File: config.mk
export PLATFORM = sky130hd
export DESIGN_NAME = power_module_telemetry_i2c_slave
export DESIGN_NICKNAME = d
export VERILOG_FILES = /design/src/rtl/power_module_telemetry_i2c_slave.v
export VERILOG_INCLUDE_DIRS = /design/src /design/src/rtl
export SDC_FILE = /design/constraint.sdc
export NUM_CORES = 1
export LEC_CHECK = 0
export CORE_MARGIN = 5
export CORE_UTILIZATION = 40
export DETAILED_ROUTE_END_ITERATION = 10
export DONT_BUFFER_PORTS = 1
export HOLD_SLACK_MARGIN = 0.05
export MAX_ROUTING_LAYER = met4
export PLACE_DENSITY = 0.52
export SYNTH_ARGS = -nofsm -noshare
export SYNTH_HDL_FRONTEND = slang
export SYNTH_SLANG_ARGS = --single-unit
File: constraint.sdc
create_clock -name mclk -period 2.46 [get_ports mclk]
set_input_delay 0.492 -clock mclk [delete_from_list [all_inputs] [get_ports mclk]]
set_output_delay 0.492 -clock mclk [all_outputs]
set_load 0.01 [all_outputs]
File: src/rtl/telemetry_defines.vh
// Purpose: Constants for the power module telemetry two-wire target
// Assumes: Included by the telemetry target only
// Notes: Pointer values and status bit positions of the read map
`ifndef TELEMETRY_DEFINES_VH
`define TELEMETRY_DEFINES_VH
`define ADDR_FIXED_NIBBLE 4'h5
`define PTR_STATUS 8'h1e
`define PTR_HOLDUP_V 8'h1f
`define PTR_OUT_CURRENT 8'h21
`define PTR_FEED_A_V 8'h22
`define PTR_FEED_B_V 8'h23
`define PTR_TEMPERATURE 8'h28
`define PTR_RESET 8'h00
`define BYTE_ZERO 8'h00
`define ST_BIT_FEED_A 0
`define ST_BIT_FEED_B 1
`define ST_BIT_FAULT 2
`define ST_BIT_RSVD3 3
`define ST_BIT_HOLDUP 4
`define ST_BIT_SWITCH 5
`define ST_BIT_OUT_UV 6
`define ST_BIT_RSVD7 7
`define BIT_CNT_LAST 3'h7
`define BIT_CNT_ZERO 3'h0
`define BIT_CNT_STEP 3'h1
`define STRAP_RESET 3'h7
`endif

File: src/rtl/power_module_telemetry_i2c_slave.v
// Purpose: Two-wire bus target returning telemetry bytes by data pointer
// Assumes: Bus lines sampled synchronously to mclk, filtered upstream
// Notes: Target only; open-drain data driven through an output enable
`timescale 1ns/1ps
`include "telemetry_defines.vh"

module power_module_telemetry_i2c_slave #(
    parameter DATA_W = 8
) (
    input wire mclk,
    input wire rst,
    input wire scl_in,
    input wire sda_in,
    output reg sda_out,
    output reg sda_oe,
    output reg scl_out,
    output reg scl_oe,
    input wire [2:0] addr_strap,
    input wire feed_a_enable_flag,
    input wire feed_b_enable_flag,
    input wire input_fault_flag,
    input wire holdup_connected_flag,
    input wire switch_on_flag,
    input wire output_above_uv_flag,
    input wire [DATA_W-1:0] holdup_cap_voltage,
    input wire [DATA_W-1:0] output_current,
    input wire [DATA_W-1:0] feed_a_voltage,
    input wire [DATA_W-1:0] feed_b_voltage,
    input wire [DATA_W-1:0] module_temperature,
    output reg [DATA_W-1:0] pointer_out,
    output reg busy
);

    localparam [5:0] S_IDLE = 6'h01;
    localparam [5:0] S_ADDR = 6'h02;
    localparam [5:0] S_ACK = 6'h04;
    localparam [5:0] S_PTR = 6'h08;
    localparam [5:0] S_SEND = 6'h10;
    localparam [5:0] S_MACK = 6'h20;

    reg [5:0] state_reg;
    reg [5:0] ack_ret_reg;
    reg scl_d_reg;
    reg sda_d_reg;
    reg [2:0] cnt_reg;
    reg [7:0] shift_reg;
    reg [7:0] ptr_reg;
    reg [7:0] tx_reg;
    reg [2:0] addr_low_reg;
    reg [7:0] rd_byte;
    reg [7:0] status_byte;

    wire scl_rise = scl_in & ~scl_d_reg;
    wire scl_fall = ~scl_in & scl_d_reg;
    wire start_cond = scl_in & scl_d_reg & sda_d_reg & ~sda_in;
    wire stop_cond = scl_in & scl_d_reg & ~sda_d_reg & sda_in;
    wire [7:0] rx_byte = {shift_reg[6:0], sda_in};
    // Counter wraps to zero after the eighth rising edge
    wire byte_end = scl_fall & (cnt_reg == `BIT_CNT_ZERO);
    wire last_bit = (cnt_reg == `BIT_CNT_LAST);
    wire byte_seen = (shift_reg != `BYTE_ZERO);
    wire addr_match = (shift_reg[7:4] == `ADDR_FIXED_NIBBLE) & (shift_reg[3:1] == addr_low_reg);
    wire [2:0] cnt_inc = cnt_reg + `BIT_CNT_STEP;
    reg [5:0] state_next;
    reg [5:0] ack_ret_next;
    reg [2:0] cnt_next;
    reg [7:0] shift_next;
    reg [7:0] ptr_next;
    reg [7:0] tx_next;
    reg sda_oe_next;

    // Strap caught after reset release, not under reset
    always @(posedge mclk) begin
        if (rst) begin
            addr_low_reg <= `STRAP_RESET;
        end else if (state_reg == S_IDLE) begin
            addr_low_reg <= addr_strap;
        end
    end

    always @* begin
        status_byte = `BYTE_ZERO;
        status_byte[`ST_BIT_FEED_A] = feed_a_enable_flag;
        status_byte[`ST_BIT_FEED_B] = feed_b_enable_flag;
        status_byte[`ST_BIT_FAULT] = input_fault_flag;
        status_byte[`ST_BIT_RSVD3] = 1'b0;
        status_byte[`ST_BIT_HOLDUP] = holdup_connected_flag;
        status_byte[`ST_BIT_SWITCH] = switch_on_flag;
        status_byte[`ST_BIT_OUT_UV] = output_above_uv_flag;
        status_byte[`ST_BIT_RSVD7] = 1'b0;
    end

    always @* begin
        case (ptr_reg)
            `PTR_STATUS: rd_byte = status_byte;
            `PTR_HOLDUP_V: rd_byte = holdup_cap_voltage;
            `PTR_OUT_CURRENT: rd_byte = output_current;
            `PTR_FEED_A_V: rd_byte = feed_a_voltage;
            `PTR_FEED_B_V: rd_byte = feed_b_voltage;
            `PTR_TEMPERATURE: rd_byte = module_temperature;
            default: rd_byte = `BYTE_ZERO;
        endcase
    end

    // Next-state decode; the state, counter, shift, pointer, transmit and data enable registers only load these
    always @* begin
        state_next = state_reg;
        ack_ret_next = ack_ret_reg;
        cnt_next = cnt_reg;
        shift_next = shift_reg;
        ptr_next = ptr_reg;
        tx_next = tx_reg;
        sda_oe_next = sda_oe;
        if (stop_cond) begin
            state_next = S_IDLE;
            sda_oe_next = 1'b0;
        end else if (start_cond) begin
            // Repeated start keeps the pointer for the read phase
            state_next = S_ADDR;
            cnt_next = `BIT_CNT_ZERO;
            // Stale bits of an ignored address would fake a byte end
            shift_next = `BYTE_ZERO;
            sda_oe_next = 1'b0;
        end else begin
            case (state_reg)
                S_IDLE: begin
                    sda_oe_next = 1'b0;
                end
                S_ADDR: begin
                    if (scl_rise) begin
                        shift_next = rx_byte;
                        cnt_next = cnt_inc;
                    end
                    if (byte_end && addr_match) begin
                        state_next = S_ACK;
                        sda_oe_next = 1'b1;
                        tx_next = rd_byte;
                        ack_ret_next = shift_reg[0] ? S_SEND : S_PTR;
                    end else if (byte_end && byte_seen) begin
                        // Not for us: stay off the bus till next start
                        state_next = S_IDLE;
                    end
                end
                S_ACK: begin
                    if (scl_fall) begin
                        state_next = ack_ret_reg;
                        cnt_next = `BIT_CNT_ZERO;
                        shift_next = `BYTE_ZERO;
                        if (ack_ret_reg == S_SEND) begin
                            sda_oe_next = ~tx_reg[7];
                            tx_next = {tx_reg[6:0], 1'b0};
                        end else begin
                            sda_oe_next = 1'b0;
                        end
                    end
                end
                S_PTR: begin
                    if (scl_rise) begin
                        shift_next = rx_byte;
                        cnt_next = cnt_inc;
                        if (last_bit) begin
                            ptr_next = rx_byte;
                        end
                    end
                    if (byte_end && byte_seen) begin
                        state_next = S_ACK;
                        ack_ret_next = S_PTR;
                        sda_oe_next = 1'b1;
                    end
                end
                S_SEND: begin
                    if (scl_rise) begin
                        cnt_next = cnt_inc;
                    end
                    if (byte_end) begin
                        state_next = S_MACK;
                        sda_oe_next = 1'b0;
                    end else if (scl_fall) begin
                        sda_oe_next = ~tx_reg[7];
                        tx_next = {tx_reg[6:0], 1'b0};
                    end
                end
                S_MACK: begin
                    // Master ack asks for more; resend same pointer
                    if (scl_rise) begin
                        if (sda_in) begin
                            state_next = S_IDLE;
                        end else begin
                            state_next = S_ACK;
                            ack_ret_next = S_SEND;
                            tx_next = rd_byte;
                        end
                    end
                end
                default: begin
                    state_next = S_IDLE;
                    sda_oe_next = 1'b0;
                end
            endcase
        end
    end

    // Line samplers preset high: no false edge after reset
    always @(posedge mclk) begin
        if (rst) begin
            scl_d_reg <= 1'b1;
        end else begin
            scl_d_reg <= scl_in;
        end
    end

    always @(posedge mclk) begin
        if (rst) begin
            sda_d_reg <= 1'b1;
        end else begin
            sda_d_reg <= sda_in;
        end
    end

    // One-hot state; default branch recovers a stray code
    always @(posedge mclk) begin
        if (rst) begin
            state_reg <= S_IDLE;
        end else begin
            state_reg <= state_next;
        end
    end

    always @(posedge mclk) begin
        if (rst) begin
            ack_ret_reg <= S_IDLE;
        end else begin
            ack_ret_reg <= ack_ret_next;
        end
    end

    // Bit counter wraps on its own after eight edges
    always @(posedge mclk) begin
        if (rst) begin
            cnt_reg <= `BIT_CNT_ZERO;
        end else begin
            cnt_reg <= cnt_next;
        end
    end

    always @(posedge mclk) begin
        if (rst) begin
            shift_reg <= `BYTE_ZERO;
        end else begin
            shift_reg <= shift_next;
        end
    end

    // Pointer survives stops; only reset clears it
    always @(posedge mclk) begin
        if (rst) begin
            ptr_reg <= `PTR_RESET;
        end else begin
            ptr_reg <= ptr_next;
        end
    end

    // Transmit byte shifts out MSB first
    always @(posedge mclk) begin
        if (rst) begin
            tx_reg <= `BYTE_ZERO;
        end else begin
            tx_reg <= tx_next;
        end
    end

    // Open drain: level fixed low, only the enable moves
    always @(posedge mclk) begin
        if (rst) begin
            sda_out <= 1'b0;
        end else begin
            sda_out <= 1'b0;
        end
    end

    always @(posedge mclk) begin
        if (rst) begin
            sda_oe <= 1'b0;
        end else begin
            sda_oe <= sda_oe_next;
        end
    end

    // Master owns the clock; both pins stay released
    always @(posedge mclk) begin
        if (rst) begin
            scl_out <= 1'b0;
        end else begin
            scl_out <= 1'b0;
        end
    end

    always @(posedge mclk) begin
        if (rst) begin
            scl_oe <= 1'b0;
        end else begin
            scl_oe <= 1'b0;
        end
    end

    // Mirrors lag the state by one cycle
    always @(posedge mclk) begin
        if (rst) begin
            pointer_out <= `PTR_RESET;
        end else begin
            pointer_out <= ptr_reg;
        end
    end

    always @(posedge mclk) begin
        if (rst) begin
            busy <= 1'b0;
        end else begin
            busy <= (state_reg != S_IDLE);
        end
    end

endmodule

======== Word-level counts from Yosys, hierarchy flattened ========
Index checks and enable logic that the tools add are counted.
W data, S select, Z words.
operators by class
  mux-type cells .......................... 39
  eq/ne operators ......................... 36
  add/subtract/negate cells ............... 1
  reductions and logical operators ........ 20
  bitwise logic cells ..................... 18
operators by type and width
  kind                  count
  $mux W8               10
  $mux W6               10
  $pmux W8 S6           1
  $pmux W6 S6           1
  $eq A8 B6 Y1 const B  4
  $pmux W8 S4           1
  $ne A2 B2 Y1 const B  10
  $ne A3 B3 Y1 const B  6
  $pmux W6 S3           1
  $eq A8 B5 Y1 const B  2
  $pmux W8 S2           1
  $eq A6 B5 Y1 const B  2
  $mux W3               4
  $reduce_and A6 Y1     2
  $reduce_and A10 Y1    1
  $reduce_and A5 Y1     2
  $and A1 B1 Y1         9
  $not A1 Y1            9
  $reduce_bool A3 Y1    3
  $reduce_and A4 Y1     2
  $reduce_bool A8 Y1    1
  $reduce_and A7 Y1     1
  $eq A6 B1 Y1 const B  1
  $eq A6 B2 Y1 const B  1
  other kinds (20)      29
word-level totals
  output and inout port bits .............. 13
  word-level logic and storage cells ...... 127
  flip-flop bits (word level) ............. 54
  input port bits ......................... 53

======== Depth between registers and ports, before layout ========
  depth in word-level cells ............... 8
  gate-level depth with buffers ........... 8
  gate-level depth less buffers ........... 7

======== Worst setup path after synthesis ========
OpenSTA, ideal clock, no wires.
  kind .................................... register -> register
  from .................................... register state_reg[3]
  to ...................................... register ack_ret_reg[4]
  buffers on the path ..................... 1
  path slack .............................. 0.339 ns
  arrival ................................. 2.004 ns
  required time ........................... 2.343 ns
  period minus slack after synthesis ...... 2.121 ns
  setup time .............................. 0.117 ns
  cell stages (with the launch flop) ...... 7
  cells stage by stage .................... dfxtp_1 -> buf_6 -> or4_4 -> or3b_1 -> o32ai_2 -> o21ai_1 -> a22o_2
between the ends
  cells in the longest elaborated chain, start to end .. 3
  elaborated cells on any way between the ends .. 10
  those cells by class .................... 7 x eq/ne; 1 x mux; 2 x reduce/logical
RTL lines
  item                                                                 RTL line                                RTL
  from (decl)                                                          power_module_telemetry_i2c_slave.v:41   reg [5:0] state_reg;
  from (signal assigned)                                               power_module_telemetry_i2c_slave.v:225  state_reg <= state_next;
  $eq A6 B2 Y1 (tied with other cells)                                 power_module_telemetry_i2c_slave.v:125  case (state_reg)
  $ne A2 B2 Y1 (no source line) or $reduce_bool A3 Y1 (tied branches)  -
  $reduce_and A7 Y1 (no source line)                                   -
  to (signal assigned)                                                 power_module_telemetry_i2c_slave.v:233  ack_ret_reg <= ack_ret_next;
  to (decl)                                                            power_module_telemetry_i2c_slave.v:42   reg [5:0] ack_ret_reg;
Several ways; a longest one is shown, not always the timed one.
A chain may end at the register's enable or synchronous reset.

======== Worst setup path after layout ========
  from .................................... register state_reg[3]
  to ...................................... register tx_reg[6]
between the ends
  cells in the longest elaborated chain, start to end .. 3
  elaborated cells on any way between the ends .. 14
  those cells by class .................... 11 x eq/ne; 1 x mux; 2 x reduce/logical
RTL lines
  item                                                                 RTL line                                RTL
  $eq A6 B6 Y1 (tied with other cells)                                 power_module_telemetry_i2c_slave.v:125
  $reduce_bool A4 Y1 (no source line) or $ne A2 B2 Y1 (tied branches)  -
  $reduce_and A10 Y1 (no source line)                                  -
  to (signal assigned)                                                 power_module_telemetry_i2c_slave.v:266  tx_reg <= `BYTE_ZERO;
  to (signal assigned)                                                 power_module_telemetry_i2c_slave.v:268  tx_reg <= tx_next;
  to (decl)                                                            power_module_telemetry_i2c_slave.v:48   reg [7:0] tx_reg;
Several ways; a longest one is shown, not always the timed one.

==> flow_summary.toml <==
[global_route]
grt_usage_pct = 16.21
grt-ovfl-total = 0
grt_pass1_wl_um = 12460
grt_pass1_vias = 2459
antenna_found_initial = 0
grt_start_max_net_pins = 35

[cts]
clock_path_buffers = 2
numCtsBuffers = 5
holdBufCountCts = 0
ctsRootBufferMaster = "clkbuf_8"
h-tree-depth = 2
cts_setup_buffers = 0
cts_tree = "yes"
clkLatencyLatePin_ps = 310
cts_repair_resize_count = 0
clock_sinks = 51
path_clk_slew_ps = 100

[logic_synthesis]
netlist_area_sq_mm = 0.003065
synthMuxAreaShare_pct = 13.02
synth-adder-area-share_pct = 1.224
ys_async_sr_fraction_pct = 0
synth-seq-cells = 51
synth_top_family_by_area = "simple AND/OR/NAND/NOR gates"
synth_cell_types = 65
synthXorXnorAreaFrac_pct = 2.286
yosysWarnings = 0
synth_edf_count = 0
synth_area_leaders = "dfxtp_1 33%, mux2i_1 10%, nor2_1 3.3%, nand2_1 3.2%, nor2b_1 2.7%"
ys_seq_area_share_pct = 33.31
yosysTopAreaCellShare_pct = 33.31
synthCells = 349
synth_ff_type = "dfxtp_1"
yosys.area_share.simple_pct = 27.31
synth_area_leader_cell = "dfxtp_1"
syn_avg_cell_area_sq_um = 8.783
synth-compound-area-share_pct = 17.59

[sta]
fmax_ghz = 0.4402
worst_pin_slew_ps = 901.9
finalHoldViolations = 0
fin_crit_sh_pct = 92.35
postLayoutSetupSlackWorst_ps = 188.1
slew_viol_final = 0
final.setup_skew_ps = 9.195
finalSetupTns_ps = 0
fin_crit_ps = 2272
setup_viol = 0
max-slew-margin-rel_pct = 39.74
rsz0062_at_grt = "no"

[pwr]
leakage_nw = 1.123
peakVddDrop_mv = 0.4157
powerDensity_mw_per_mm2 = 460.2

[route]
drc = 0
vias = 2512
wl_um = 7471
drt_iter0_drc = 107
via_per_inst = 5.632
first_pass_iters = 4
ant_nets = 0
avgRoutedWirePerCell_um = 16.75

[floorplan]
coreArea_sq_mm = 0.007607
rows = 32
dieArea_sq_mm = 0.009514
die_h_um = 97.54
die_w_um = 97.54
start_util_pct = 40.30
ioPinCount = 66

[setup_path]
end_kind = "register"
crit_path_start_kind = "register"
slowest_stage = "or4_1"
rr_worst_depth = 6
critPathMaxFanout = 8
crit_chain = "or4_1, o32ai_2, a211oi_1, nand4_2, buf_4, mux2i_1"
slowest_delay_ps = 740
arrival_ps = 2500
required_ps = 2690
worst-setup-path-type = "reg -> reg"

[place]
pre_cts_slack_ps = 212.7
routabilityCongestion = 0.9189
port_buffers = 0
dp_hpwl_um = 5747

[hold_path]
min_path_cells = 1
hold_path_class = "in -> reg"

[layout]
layout-drive-gt1-share_pct = 13.95
num-fill-cells = 784
nets = 399
area_delta_synth_final_pct = 6.449
antenna_cells = 0

[outcome]
outcome = "finished clean"

[flow_run]
drv_cap = 0
-- layer usage --
layer | part of all wire (%) | global-route usage [%]
met1 | 50 | 22.52
met2 | 44 | 23.62
met3 | 4.0 | 3.446
met4 | 1.7 | 4.792
met5 | 0 | -
-- where the power goes --
part	leakage [nW]	switching, mW	internal [mW]
Sequential	0.413	0.0119	0.836
Combinational	0.658	0.0619	0.0532
Clock	0.0526	0.320	0.219
Total	1.12	0.394	1.11
-- kinds of logic after synthesis --
kind of cell | count (synthesis)
AO/OA/AOI/OAI | 70
XOR/XNOR | 8
adder cells (fa/ha/maj) | 3
buffers and inverters | 33
flip-flops | 51
multiplexers | 39
other | 1
AND/OR/NAND/NOR | 144
-- critical path: cells and delay by family, from the launching register on --
family	cells	cell delay, ps
AO/OA/AOI/OAI	2	520
buffers and inverters	1	200
flip-flops	1	390
multiplexers	1	210
AND/OR/NAND/NOR	2	860
-- placed cells by master, fill, tap and decap left out, types with 3 or more instances in the layout --
master and instances:
clkbuf_8 5, nor4bb_1 4, o221ai_1 5, nand4_1 3
nor2b_1 13, nor3b_1 4, inv_1 4, nor4b_1 4
xnor2_1 5, a21oi_1 11, dfxtp_1 51, mux2_2 7
or2_2 5, nand2_1 26, a22oi_1 6, a211oi_1 3
and2_1 10, nand3_1 11, nor3_1 3, nand2b_1 10
and3_1 3, ha_1 3, mux2i_1 32, or4_1 5
o211ai_1 7, nor2_1 27, buf_4 14, o22ai_1 5
xor2_1 3, o21ai_0 8, conb_1 3
-- synth_stat cells, types with 4 or more instances --
| cell | count |
|---|---|
| nor3b_1 | 4 |
| clkbuf_1 | 19 |
| nand2b_1 | 10 |
| nand2_1 | 26 |
| nor2b_1 | 13 |
| or4_1 | 5 |
| a21oi_1 | 11 |
| or2_2 | 5 |
| nor4bb_1 | 4 |
| mux2i_1 | 32 |
| nand3_1 | 11 |
| o22ai_1 | 5 |
| dfxtp_1 | 51 |
| nor4b_1 | 4 |
| o221ai_1 | 5 |
| xnor2_1 | 5 |
| a22oi_1 | 6 |
| inv_1 | 4 |
| o211ai_1 | 7 |
| buf_4 | 4 |
| o21ai_0 | 8 |
| nor2_1 | 27 |
| mux2_2 | 7 |
| and2_1 | 10 |
-- through the flow --
stage                     cells  utilization (%)  total power [mW]  hold WS (ps)  area [sq um]
after floorplan             351                -            0.9732         434.1          3073
after global placement      438            41.58            0.9814         449.1          3163
after detailed placement    438            41.58            0.9812         457.0          3163
after CTS                   446            42.89             1.521         228.2          3263
after global routing        446            42.89             1.578         217.7          3263
final                       446            42.89             1.502         239.9          3263
-- final timing paths --
| path | from | end | slack, ps |
|---|---|---|---|
| worst max-delay path | state_reg[3] | tx_reg[6] | 190 |
| worst min-delay path | rst | pointer_out[0] | 240 |
| worst max register to register | state_reg[3] | tx_reg[6] | 190 |
| worst min register to register | tx_reg[4] | tx_reg[4] | 470 |
-- final cells by class --
cell class | instances | area (sq um) | area share [%]
sequential | 51 | 1021 | 31.29
timing repair buffer | 14 | 105.1 | 3.221
tap | 102 | 127.6 | 3.911
inverter | 4 | 15.01 | 0.4601
clock inverter | 3 | 31.28 | 0.9586
multi-input combinational | 267 | 1894 | 58.05
clock buffer | 5 | 68.82 | 2.109
Power figures use the tool's default switching activity.
